`src/common/rit_pkg.sv`:
```
// Constants, register map and timing figures for the interrupt, sync, pulse and trim block.
// Assumes a single 250 MHz system clock; the 32 kHz chain is an enable pulse derived from it.
package rit_pkg;
  // Register indices; byte address is four times the index
  localparam logic [4:0] IDX_STAT0 = 5'h00;
  localparam logic [4:0] IDX_STAT1 = 5'h01;
  localparam logic [4:0] IDX_STAT2 = 5'h02;
  localparam logic [4:0] IDX_TRIM = 5'h10;
  // Status 0 fields
  localparam int S0_TUNE = 0;
  localparam int S0_PULSE_EN = 1;
  localparam int S0_ALARM_EN = 2;
  localparam int S0_TIMER_EN = 3;
  localparam int S0_LOCK = 5;
  localparam int S0_TEST1 = 7;
  // Status 1 fields
  localparam int S1_PULSE_MASK = 0;
  localparam int S1_ALARM_MASK = 1;
  localparam int S1_TIMER_MASK = 2;
  localparam int S1_PULSE_FLAG = 4;
  localparam int S1_ALARM_FLAG = 5;
  localparam int S1_TIMER_FLAG = 6;
  // Status 2 fields
  localparam int S2_PSEL_LO = 0;
  localparam int S2_INIT = 4;
  localparam int S2_SYNC_LO = 5;
  localparam int S2_SYNC_50HZ = 5;
  localparam int S2_SYNC_SEC = 6;
  localparam int S2_SYNC_MIN = 7;
  // Reset values
  localparam logic [7:0] STAT0_RST = 8'h00;
  localparam logic [7:0] STAT1_RST = 8'h00;
  localparam logic [7:0] STAT2_RST = 8'h00;
  localparam logic [7:0] TRIM_RST = 8'h00;
  localparam logic [7:0] STAT0_INIT = 8'h01;
  // Clock and chain figures
  localparam int CLK_MHZ = 250;
  localparam int OSC_HZ = 32768;
  localparam int OSC_DIV_DEF = (CLK_MHZ * 1000000) / OSC_HZ;
  localparam int TICKS_10MS = OSC_HZ / 100;
  localparam int DUTY_PCT = 20;
  localparam int DUTY_TICKS = (TICKS_10MS * DUTY_PCT) / 100;
  localparam int TRIM_PERIOD = 1015808;
  localparam int SYNC_LOW_US = 200;
  localparam int SYNC_CYC_DEF = SYNC_LOW_US * CLK_MHZ;
  localparam int HUND_MAX = 99;
  localparam int TENTH_LAST = 9;
  localparam int SEC_MAX = 59;
  localparam int HUND_ROUND = 50;
  localparam int SEC_ROUND = 30;
  // Register width
  localparam int DW = 8;
endpackage : rit_pkg

```
`src/hdl/rit_irq_sync_pulse_trim.sv`:
```
// Interrupt, synchronisation, periodic pulse, time-set lock and digital trim of an RTC.
// Assumes an Avalon-MM master on sys_clk, pins from outside, and alarm/timer events
// as one-cycle pulses from clock logic on the same clock.
//
// Decided for this implementation: the Avalon-MM interface to the registers.
`timescale 1ns/1ps
module rit_irq_sync_pulse_trim
  import rit_pkg::*;
#(
  parameter int OSC_DIV = OSC_DIV_DEF,
  parameter int SYNC_CYC = SYNC_CYC_DEF
) (
  // Clock and reset
  input wire logic sys_clk,
  input wire logic rst,
  // Avalon-MM slave
  input wire logic [6:0] avs_address,
  input wire logic avs_read,
  input wire logic avs_write,
  input wire logic [31:0] avs_writedata,
  output logic [31:0] avs_readdata,
  output logic avs_waitrequest,
  // Pins
  input wire logic power_fail_in,
  input wire logic sync_n_in,
  output logic irq_n_o,
  output logic irq_n_oe,
  // Events from clock logic
  input wire logic alarm_match_in,
  input wire logic timer_rollover_in,
  // Controls to clock logic
  output logic alarm_en_o,
  output logic timer_en_o,
  output logic xfer_write_en_o,
  output logic tick_10ms_o
);

  // True when exactly one bit is set
  function automatic logic is_one_hot(input logic [3:0] v);
    return (v != 4'h0) && ((v & (v - 4'h1)) == 4'h0);
  endfunction : is_one_hot

  logic [7:0] stat0_q, stat1_q, stat2_q, trim_q;
  logic ack_q;
  logic [31:0] rdata_q;
  logic pf_m_q, pf_q, sy_m_q, sy_q;
  logic [12:0] osc_cnt_q;
  logic osc_tick;
  logic [19:0] tper_q;
  logic [7:0] remove_q;
  logic [8:0] pre_q;
  logic tick10;
  logic [6:0] hund_q;
  logic [5:0] sec_q, min_q;
  logic [15:0] slow_q;
  logic align;
  logic freq_out_q;
  logic irq_q;
  logic req, wr_fire;
  logic [4:0] idx;
  logic [7:0] wd;
  logic init_fall;
  logic sync_on, pulse_ok, pulse_evt, tick_100, tick_sec, tick_min;
  logic alarm_set, timer_set, any_unmasked, stby_irq, irq_d;

  // Bus decode; byte address bits 1:0 are ignored
  assign req = avs_read | avs_write;
  assign idx = avs_address[6:2];
  assign wd = avs_writedata[DW-1:0];
  assign wr_fire = avs_write & ack_q;
  assign avs_waitrequest = req & ~ack_q;
  assign avs_readdata = rdata_q;

  // One wait cycle per access, then the answer
  always_ff @(posedge sys_clk or posedge rst) begin
    if (rst) begin
      ack_q <= 1'b0;
    end else begin
      ack_q <= req & ~ack_q;
    end
  end

  // Read data captured in the wait cycle; unmapped reads give zero
  always_ff @(posedge sys_clk or posedge rst) begin
    if (rst) begin
      rdata_q <= 32'h0000_0000;
    end else if (avs_read & ~ack_q) begin
      unique case (idx)
        IDX_STAT0: rdata_q <= {24'h00_0000, stat0_q};
        IDX_STAT1: rdata_q <= {24'h00_0000, stat1_q};
        IDX_STAT2: rdata_q <= {24'h00_0000, stat2_q};
        IDX_TRIM: rdata_q <= {24'h00_0000, trim_q};
        default: rdata_q <= 32'h0000_0000;
      endcase
    end
  end

  // Pin synchronisers
  always_ff @(posedge sys_clk or posedge rst) begin
    if (rst) begin
      pf_m_q <= 1'b0;
      pf_q <= 1'b0;
      sy_m_q <= 1'b1;
      sy_q <= 1'b1;
    end else begin
      pf_m_q <= power_fail_in;
      pf_q <= pf_m_q;
      sy_m_q <= sync_n_in;
      sy_q <= sy_m_q;
    end
  end

  // Init bit written one then zero
  assign init_fall = wr_fire && (idx == IDX_STAT2) && stat2_q[S2_INIT] && !wd[S2_INIT];

  // Status 0: enables, lock, tuning and test bits
  always_ff @(posedge sys_clk or posedge rst) begin
    if (rst) begin
      stat0_q <= STAT0_RST;
    end else if (init_fall) begin
      stat0_q <= STAT0_INIT;
    end else if (wr_fire && idx == IDX_STAT0) begin
      stat0_q <= wd;
    end
  end

  // Status 2: interval select, init bit, sync select
  always_ff @(posedge sys_clk or posedge rst) begin
    if (rst) begin
      stat2_q <= STAT2_RST;
    end else if (init_fall) begin
      stat2_q <= STAT2_RST;
    end else if (wr_fire && idx == IDX_STAT2) begin
      stat2_q <= wd;
    end
  end

  // Trim register; refused while the lock is set
  always_ff @(posedge sys_clk or posedge rst) begin
    if (rst) begin
      trim_q <= TRIM_RST;
    end else if (wr_fire && idx == IDX_TRIM && !stat0_q[S0_LOCK]) begin
      trim_q <= wd;
    end
  end

  // Flag sources; pulse held off in standby but its enable is kept
  assign alarm_set = alarm_match_in & stat0_q[S0_ALARM_EN];
  assign timer_set = timer_rollover_in & stat0_q[S0_TIMER_EN];
  assign pulse_ok = stat0_q[S0_PULSE_EN] && !pf_q;

  // Status 1: masks written freely, flags set by hardware, set wins over clear
  always_ff @(posedge sys_clk or posedge rst) begin
    if (rst) begin
      stat1_q <= STAT1_RST;
    end else begin
      if (init_fall) begin
        stat1_q <= STAT1_RST;
      end else if (wr_fire && idx == IDX_STAT1) begin
        stat1_q <= {1'b0, wd[S1_TIMER_FLAG:S1_PULSE_FLAG], 1'b0, wd[S1_TIMER_MASK:S1_PULSE_MASK]};
      end
      if (pulse_evt) begin
        stat1_q[S1_PULSE_FLAG] <= 1'b1;
      end
      if (alarm_set) begin
        stat1_q[S1_ALARM_FLAG] <= 1'b1;
      end
      if (timer_set) begin
        stat1_q[S1_TIMER_FLAG] <= 1'b1;
      end
    end
  end

  // Oscillator enable pulse from the system clock
  always_ff @(posedge sys_clk or posedge rst) begin
    if (rst) begin
      osc_cnt_q <= 13'h0000;
    end else if (osc_cnt_q == 13'(OSC_DIV - 1)) begin
      osc_cnt_q <= 13'h0000;
    end else begin
      osc_cnt_q <= osc_cnt_q + 13'h0001;
    end
  end
  assign osc_tick = (osc_cnt_q == 13'(OSC_DIV - 1));

  // Trim period and pulse removal; test bit 1 stops removal
  always_ff @(posedge sys_clk or posedge rst) begin
    if (rst) begin
      tper_q <= 20'h0_0000;
      remove_q <= 8'h00;
    end else if (osc_tick) begin
      if (tper_q == 20'(TRIM_PERIOD - 1)) begin
        tper_q <= 20'h0_0000;
        remove_q <= stat0_q[S0_TEST1] ? 8'h00 : trim_q;
      end else begin
        tper_q <= tper_q + 20'h0_0001;
        if (remove_q != 8'h00) begin
          remove_q <= remove_q - 8'h01;
        end
      end
    end
  end

  // Divider to 10 ms; removed pulses do not advance it
  always_ff @(posedge sys_clk or posedge rst) begin
    if (rst) begin
      pre_q <= 9'h000;
    end else if (align && stat2_q[S2_SYNC_50HZ]) begin
      pre_q <= 9'h000;
    end else if (osc_tick && remove_q == 8'h00) begin
      if (tick10) begin
        pre_q <= 9'h000;
      end else begin
        pre_q <= pre_q + 9'h001;
      end
    end
  end
  assign tick10 = osc_tick && (remove_q == 8'h00) && (pre_q == 9'(TICKS_10MS - 1));
  assign tick_10ms_o = tick10;

  // Sync low-time measurement in a single valid mode
  assign sync_on = is_one_hot({1'b0, stat2_q[S2_SYNC_MIN:S2_SYNC_LO]});
  always_ff @(posedge sys_clk or posedge rst) begin
    if (rst) begin
      slow_q <= 16'h0000;
    end else if (!sync_on || sy_q) begin
      slow_q <= 16'h0000;
    end else if (slow_q != 16'(SYNC_CYC)) begin
      slow_q <= slow_q + 16'h0001;
    end
  end
  assign align = sync_on && !sy_q && (slow_q == 16'(SYNC_CYC - 1));

  // Time counters with alignment to second or minute
  always_ff @(posedge sys_clk or posedge rst) begin
    if (rst) begin
      hund_q <= 7'h00;
      sec_q <= 6'h00;
      min_q <= 6'h00;
    end else if (align && stat2_q[S2_SYNC_SEC]) begin
      hund_q <= 7'h00;
      if (hund_q > 7'(HUND_ROUND)) begin
        sec_q <= (sec_q == 6'(SEC_MAX)) ? 6'h00 : sec_q + 6'h01;
      end
    end else if (align && stat2_q[S2_SYNC_MIN]) begin
      hund_q <= 7'h00;
      sec_q <= 6'h00;
      if (sec_q > 6'(SEC_ROUND)) begin
        min_q <= (min_q == 6'(SEC_MAX)) ? 6'h00 : min_q + 6'h01;
      end
    end else if (tick10) begin
      hund_q <= (hund_q == 7'(HUND_MAX)) ? 7'h00 : hund_q + 7'h01;
      if (tick_sec) begin
        sec_q <= (sec_q == 6'(SEC_MAX)) ? 6'h00 : sec_q + 6'h01;
        if (tick_min) begin
          min_q <= (min_q == 6'(SEC_MAX)) ? 6'h00 : min_q + 6'h01;
        end
      end
    end
  end

  // Interval events and the selected pulse
  assign tick_100 = tick10 && (7'(hund_q % 7'd10) == 7'(TENTH_LAST));
  assign tick_sec = tick10 && (hund_q == 7'(HUND_MAX));
  assign tick_min = tick_sec && (sec_q == 6'(SEC_MAX));
  assign pulse_evt = pulse_ok && is_one_hot(stat2_q[S2_PSEL_LO+3:S2_PSEL_LO]) &&
    ((stat2_q[S2_PSEL_LO] && tick10) || (stat2_q[S2_PSEL_LO+1] && tick_100) ||
     (stat2_q[S2_PSEL_LO+2] && tick_sec) || (stat2_q[S2_PSEL_LO+3] && tick_min));

  // Tuning output armed by writing zero to trim while tuning
  always_ff @(posedge sys_clk or posedge rst) begin
    if (rst) begin
      freq_out_q <= 1'b0;
    end else if (!stat0_q[S0_TUNE]) begin
      freq_out_q <= 1'b0;
    end else if (wr_fire && idx == IDX_TRIM && !stat0_q[S0_LOCK]) begin
      freq_out_q <= (wd == 8'h00);
    end
  end

  // Interrupt request selection
  assign any_unmasked = |(stat1_q[S1_TIMER_FLAG:S1_PULSE_FLAG] &
                          stat1_q[S1_TIMER_MASK:S1_PULSE_MASK]);
  assign stby_irq = stat1_q[S1_ALARM_FLAG] & stat1_q[S1_ALARM_MASK];
  always_comb begin
    if (pf_q) begin
      irq_d = stby_irq;
    end else if (freq_out_q) begin
      irq_d = (pre_q < 9'(DUTY_TICKS));
    end else begin
      irq_d = any_unmasked;
    end
  end

  // Registered open-drain enable
  always_ff @(posedge sys_clk or posedge rst) begin
    if (rst) begin
      irq_q <= 1'b0;
    end else begin
      irq_q <= irq_d;
    end
  end
  assign irq_n_o = 1'b0;
  assign irq_n_oe = irq_q;

  // Controls for the clock logic; reads and user RAM never see the lock
  assign alarm_en_o = stat0_q[S0_ALARM_EN];
  assign timer_en_o = stat0_q[S0_TIMER_EN];
  assign xfer_write_en_o = !stat0_q[S0_LOCK];
endmodule : rit_irq_sync_pulse_trim

```
`config.mk`:
```
export PLATFORM = sky130hd
export DESIGN_NAME = rit_irq_sync_pulse_trim
export DESIGN_NICKNAME = d
export VERILOG_FILES = /design/src/common/rit_pkg.sv /design/src/hdl/rit_irq_sync_pulse_trim.sv
export SDC_FILE = /design/constraint.sdc
export NUM_CORES = 1
export LEC_CHECK = 0
export ABC_AREA = 0
export BUFFER_PORTS_ARGS = -buffer_cell sky130_fd_sc_hd__buf_2
export CAP_MARGIN = 20
export CORE_MARGIN = 3
export CORE_UTILIZATION = 50
export CTS_CLUSTER_SIZE = 10
export DETAILED_ROUTE_END_ITERATION = 10
export MAX_ROUTING_LAYER = met4
export PLACE_DENSITY = 0.76
export SYNTH_ARGS = -nofsm -noshare
export SYNTH_HDL_FRONTEND = slang
export SYNTH_SLANG_ARGS = --single-unit
```
`constraint.sdc`:
```
create_clock -name sys_clk -period 3.5 [get_ports sys_clk]
set_input_delay 0.525 -clock sys_clk [delete_from_list [all_inputs] [get_ports sys_clk]]
set_output_delay 0.525 -clock sys_clk [all_outputs]
set_load 0.01 [all_outputs]
```
# Yosys cells after proc, flatten, opt, wreduce, memory -nomap -nowiden

Cells that the tools add are included.

Shift operators: 0
$mul: 0
Equal/unequal tests: 13
Reduce and logical (&&, ||, !) cells: 57
Order comparisons: 2
Bitwise gates (word level): 11
Muxes and demuxes: 34
Add/sub/neg operators: 9
Div/mod/pow operators: 1

Operators with widths:

| kind                  | number |
|---|---|
| $mux 8                | 9 |
| $mux 6                | 6 |
| $mux 16               | 2 |
| $pmux 8 s4            | 1 |
| $mux 7                | 4 |
| $mux 9                | 3 |
| $logic_and 1x1->1     | 26 |
| $add 20x1->20 const B | 1 |
| $eq 20x20->1 const B  | 1 |
| $mux 20               | 1 |
| $reduce_bool 3->1     | 6 |
| $add 16x1->16 const B | 1 |
| $eq 16x16->1 const B  | 1 |
| $logic_not 8->1       | 2 |
| $ne 16x16->1 const B  | 1 |
| $add 13x1->13 const B | 1 |
| $eq 13x13->1 const B  | 1 |
| $mux 13               | 1 |
| $reduce_bool 2->1     | 6 |
| $add 9x1->9 const B   | 1 |
| $eq 9x9->1 const B    | 1 |
| $lt 9x7->1 const B    | 1 |
| $logic_not 4->1       | 2 |
| $reduce_bool 8->1     | 1 |
| other kinds (28)      | 47 |

Memories: 0
Bits in latches: 0
Bits in registers: 150
Memory bits (writable): 0
Input port bits: 47
ROM bits: 0

# Depth between registers and ports, before layout

Word-level depth: 10
Depth in mapped cells: 8
Gate-level depth less buffers: 7

# Least setup slack after synthesis

OpenSTA, ideal clock, no wires.

Kind: flip-flop to flip-flop
Start point: register hund_q[1]
End point: register sec_q[1]
Arrival time: 2130 ps
Path slack: 1243 ps
Library setup time: 128 ps
Stages on the path, launching flop included: 7
Buffers on the path: 0
Clock period less this slack: 2257 ps
Cells stage by stage: dfrtp_1 ha_1 nand2_1 nor4bb_1 nand4_1 a21oi_2 mux2_1

Longest elaborated chain between the ends: 4
Elaborated cells on any way between the ends: 6

RTL lines:

| what                                               | line                           | RTL |
|---|---|---|
| start, declared                                    | rit_irq_sync_pulse_trim.sv:53  | `logic [6:0] hund_q;` |
| start signal, assigned                             | rit_irq_sync_pulse_trim.sv:252 | `hund_q <= (hund_q == 7'(HUND_MAX)) ? 7'h00 : hund_q + 7'h01;` |
| branches (longest 3 deep; another with $gt 7x6->1) | -                              |  |
| $reduce_and 3->1 (no line) (*)                     | -                              |  |
| end signal, assigned                               | rit_irq_sync_pulse_trim.sv:243 | `sec_q <= (sec_q == 6'(SEC_MAX)) ? 6'h00 : sec_q + 6'h01;` |
| end signal, assigned                               | rit_irq_sync_pulse_trim.sv:254 | `sec_q <= (sec_q == 6'(SEC_MAX)) ? 6'h00 : sec_q + 6'h01;` |
| end, declared                                      | rit_irq_sync_pulse_trim.sv:54  | `logic [5:0] sec_q, min_q;` |

Mark *: on every way between the ends.
A chain may end at the register's enable or synchronous reset.

# Worst setup path after layout

Start point: register remove_q[0]
End point: output port tick_10ms_o

Longest elaborated chain between the ends: 3

RTL lines:

| what                           | line                           | RTL |
|---|---|---|
| start, declared                | rit_irq_sync_pulse_trim.sv:50  | `logic [7:0] remove_q;` |
| start signal, assigned         | rit_irq_sync_pulse_trim.sv:194 | `remove_q <= stat0_q[S0_TEST1] ? 8'h00 : trim_q;` |
| start signal, assigned         | rit_irq_sync_pulse_trim.sv:198 | `remove_q <= remove_q - 8'h01;` |
| $logic_not 8->1                | rit_irq_sync_pulse_trim.sv:218 | `assign tick10 = osc_tick && (remove_q == 8'h00) && (pre_q == 9'(TICKS_10MS - 1));` |
| $logic_and 1x1->1 (2 in a row) | rit_irq_sync_pulse_trim.sv:218 |  |
| end, declared                  | rit_irq_sync_pulse_trim.sv:35  | `output logic tick_10ms_o` |

No other way between the ends.

==> reports/qor.csv <==
stage,metric,value,unit
run_status,status,completed,
grt,gr-total-overflow,0,
detailed_routing,dr.max_layer_used,met4,
power,peakVddDrop,352,uV
setup_path,r2r_cells,5,
layout,area_delta_synth_final,12.4,%
setup_path,crit_chain,"inv_1, ha_1, nor3b_1, nand3_1, buf_4, nor3_2, buf_2",
setup_path,crit_arrival,2.44,ns
synth,synthesis.area,6860,sq um
layout,stdcell_count,948,
synth,synth_adder_area_share,0.0219,
synth,synthMuxAreaShare,0.0512,
setup_path,crit_buf_inv,3,
cts,cts_resized,0,
placed_design,dp.cells,915,
synth,yosysMostFrequentCell,dfrtp_1,
cts,numCtsBuffers,17,
grt,grt_use_total,0.217,
floorplan,die_w,123,um
sta,fin_tns_setup,0,ns
min_path,hold_path.class,in2reg,
layout,diodes,0,
synth,synth_seq_cells,124,
detailed_routing,wirelength_met1,6930,um
flow_run,maxCapViolCount,0,
synth,synth_xor_area_frac,0.0587,
floorplan,boundaryPins,86,
detailed_routing,wl_met2,7640,um
sta,finalSetupViolCount,0,
synth,yosysUniqueCellTypes,69,
cts,hold_buffers,1,
synth,synthArstFlopShare,1.00,
detailed_routing,first_iter_violations,490,
detailed_routing,wirelength,15500,um
synth,synth_top_area_frac,0.445,
floorplan,die_h,123,um
setup_path,start_kind,flop,
sta,drv_slew,0,
detailed_routing,route.detailed.vias_per_inst,5.83,
cts,cts.clk_slew.worst_paths,0.05,ns
setup_path,cp.required,2.97,ns
placed_design,gp_congestion,0.922,
synth,synth_top_family_by_area,simple AND/OR/NAND/NOR gates,
detailed_routing,wl_per_cell,16.4,um
synth,yosys.area_share.simple,0.241,
min_path,min_path_cells,1,
detailed_routing,ant_nets,0,
cts,cts_root_buffer,clkbuf_16,
placed_design,hpwl,10800,um
sta,hold_viol_final,0,
grt,grt_max_degree,85,
grt,grt_pass1_wl,25700,um
detailed_routing,drtPass1Iterations,5,
cts,cts_tree,done,
floorplan,initial_utilization,0.514,
detailed_routing,route.vias.total,5531,
sta,skew,0.00657,ns
sta,grt_setup_unrepaired,false,
layout,drive_gt1_frac,0.117,
cts,clock_sinks,124,
layout,nNetsFinal,818,
grt,antenna_found_initial,0,
setup_path,slowest_stage,nor3b_1,
synth,synthTopCellsByCount,"dfrtp_1 (122), nor2_1 (85), nand2_1 (56)",
detailed_routing,drc,0,
floorplan,die_area,15200,sq um
synth,yosys.area.top_type,dfrtp_1,
floorplan,rows,42,
sta,max_freq,338,MHz
detailed_routing,met3WireLength,792,um
cts,clock_latency,0.42,ns
setup_path,slowest_delay,0.47,ns
sta,max_slew_margin,0.472,
sta,fin_crit,2.96,ns
setup_path,cp_top_family,simple AND/OR/NAND/NOR gates,
layout,fillers,1158,
layout,multiInputGateArea,3450,sq um
setup_path,worstSetupEndpointType,output port,
grt,first_global_vias,5407,
synth,synth_ff_type,dfrtp_1,
synth,synth-edff-count,0,
layout,regArea,3110,sq um
cts,cts_setup_buffers,0,
floorplan,fp.coreArea,13300,sq um
synth,ys_top_cells_by_area,"dfrtp_1 (44%), nor2_1 (4.6%), mux2i_1 (3.6%), nand2_1 (3.1%), xnor2_1 (2.9%)",
synth,syn_inst,717,
cts,h-tree-depth,4,
synth,ys_warn_count,0,
sta,worst_slew_pin_slew,0.781,ns
synth,synth_compound_area_frac,0.116,
setup_path,critPathKind,reg2out,
synth,ys_seq_area_frac,0.452,
sta,period_share,0.846,
cts,clockBufferDepth,2,
power,total_leakage_power,0.00340,uW
placed_design,numPortBuffers,34,
power,p_per_area,443,nW/um^2
synth,syn_avg_cell_area,9.57,sq um
setup_path,worst-path-max-fanout,9,
setup_path,crit_cells,7,
==> worst reg2reg max path, stage by stage, from the launching register on <==
cell and delay (ns):
dfrtp_1 0.42, nor4bb_1 0.70, nor4b_2 0.52, nor3b_1 0.61, a31o_2 0.28, nor2_1 0.07
==> power breakdown <==
part           switching, uW  total (uW)  internal, uW
clock                    615        1580           969
combinational            154         248          93.5
sequential              78.7        1580          1500
==> registers in the layout, indices dropped and copies added (netlist names), 6 cells and up <==
signal        cells
tper_q           20
remove_q          8
hund_q            7
sec_q             6
stat2_q           8
trim_q            8
slow_q           16
stat0_q           8
osc_cnt_q        13
avs_readdata      8
stat1_q           6
pre_q             9
==> worst paths after layout <==
kind	start	end	slack [ns]
setup reg to reg	slow_q[13]	pre_q[5]	0.77
min in group asynchronous	rst	hund_q[5]	0.53
hold reg to reg	sy_m_q	sy_q	0.35
hold / removal	sync_n_in	sy_m_q	0.22
setup / recovery	remove_q[0]	tick_10ms_o	0.54
max in group asynchronous	rst	sy_q	2.28
==> routing by layer <==
| metal | track usage | vias up |
|---|---|---|
| met1 | 0.283 | 2740 |
| met4 | 0.0547 | 0 |
| met3 | 0.0512 | 18 |
| met5 | - | - |
| li1 | - | 2617 |
| met2 | 0.345 | 156 |
==> cell type report <==
class | count | area share
Multi-Input combinational cell | 538 | 0.448
Sequential cell | 124 | 0.402
Clock buffer | 24 | 0.0637
Timing Repair Buffer | 47 | 0.0366
Tap cell | 176 | 0.0285
Inverter | 31 | 0.0156
Clock inverter | 8 | 0.00551
==> stage by stage <==
step                      instance area (sq um)   util  hold slack (ns)  total power, uW  worst slack, ns
final                                      7720  0.578            0.220             3420            0.540
after global routing                       7720  0.578            0.209             3550            0.261
after CTS                                  7720  0.578            0.207             3440            0.551
after detailed placement                   7170  0.537            0.347             1850            0.802
after global placement                     7170  0.537            0.359             1840            0.910
after floorplan                            6960      -            0.331             1770             1.24
==> cells in the final DEF (no fill, tap or decap), types with 4 or more instances in the layout <==
master	count
a21oi_1	26
mux2i_1	25
xnor2_1	23
conb_1	25
nor4_1	17
dfrtp_1	122
or3_1	10
nor2_1	85
buf_4	11
and2_1	7
ha_1	12
clkbuf_8	4
nand2_1	56
o2bb2ai_1	4
clkbuf_16	17
clkinv_2	7
inv_1	30
o21ai_1	6
and3_1	11
nor4bb_1	4
o2111ai_1	5
nand3_1	24
a221o_1	6
o21ai_0	30
a221oi_1	4
and4_1	11
nand2b_1	5
xor2_1	23
nand4_1	20
buf_2	34
nor3b_1	5
nor3_1	11
mux2_1	9
nor2b_1	8
a22o_1	7
==> logic make-up (layout without fill, tap and decap cells) <==
family | Yosys count | count (layout)
adder cells (fa/ha/maj) | 12 | 12
AND/OR/NAND/NOR | 301 | 301
buffers and inverters | 79 | 110
multiplexers | 34 | 34
AO/OA/AOI/OAI | 120 | 120
other | 1 | 25
flip-flops | 124 | 124
XOR/XNOR | 46 | 46
(Power assumes the default switching activity.)
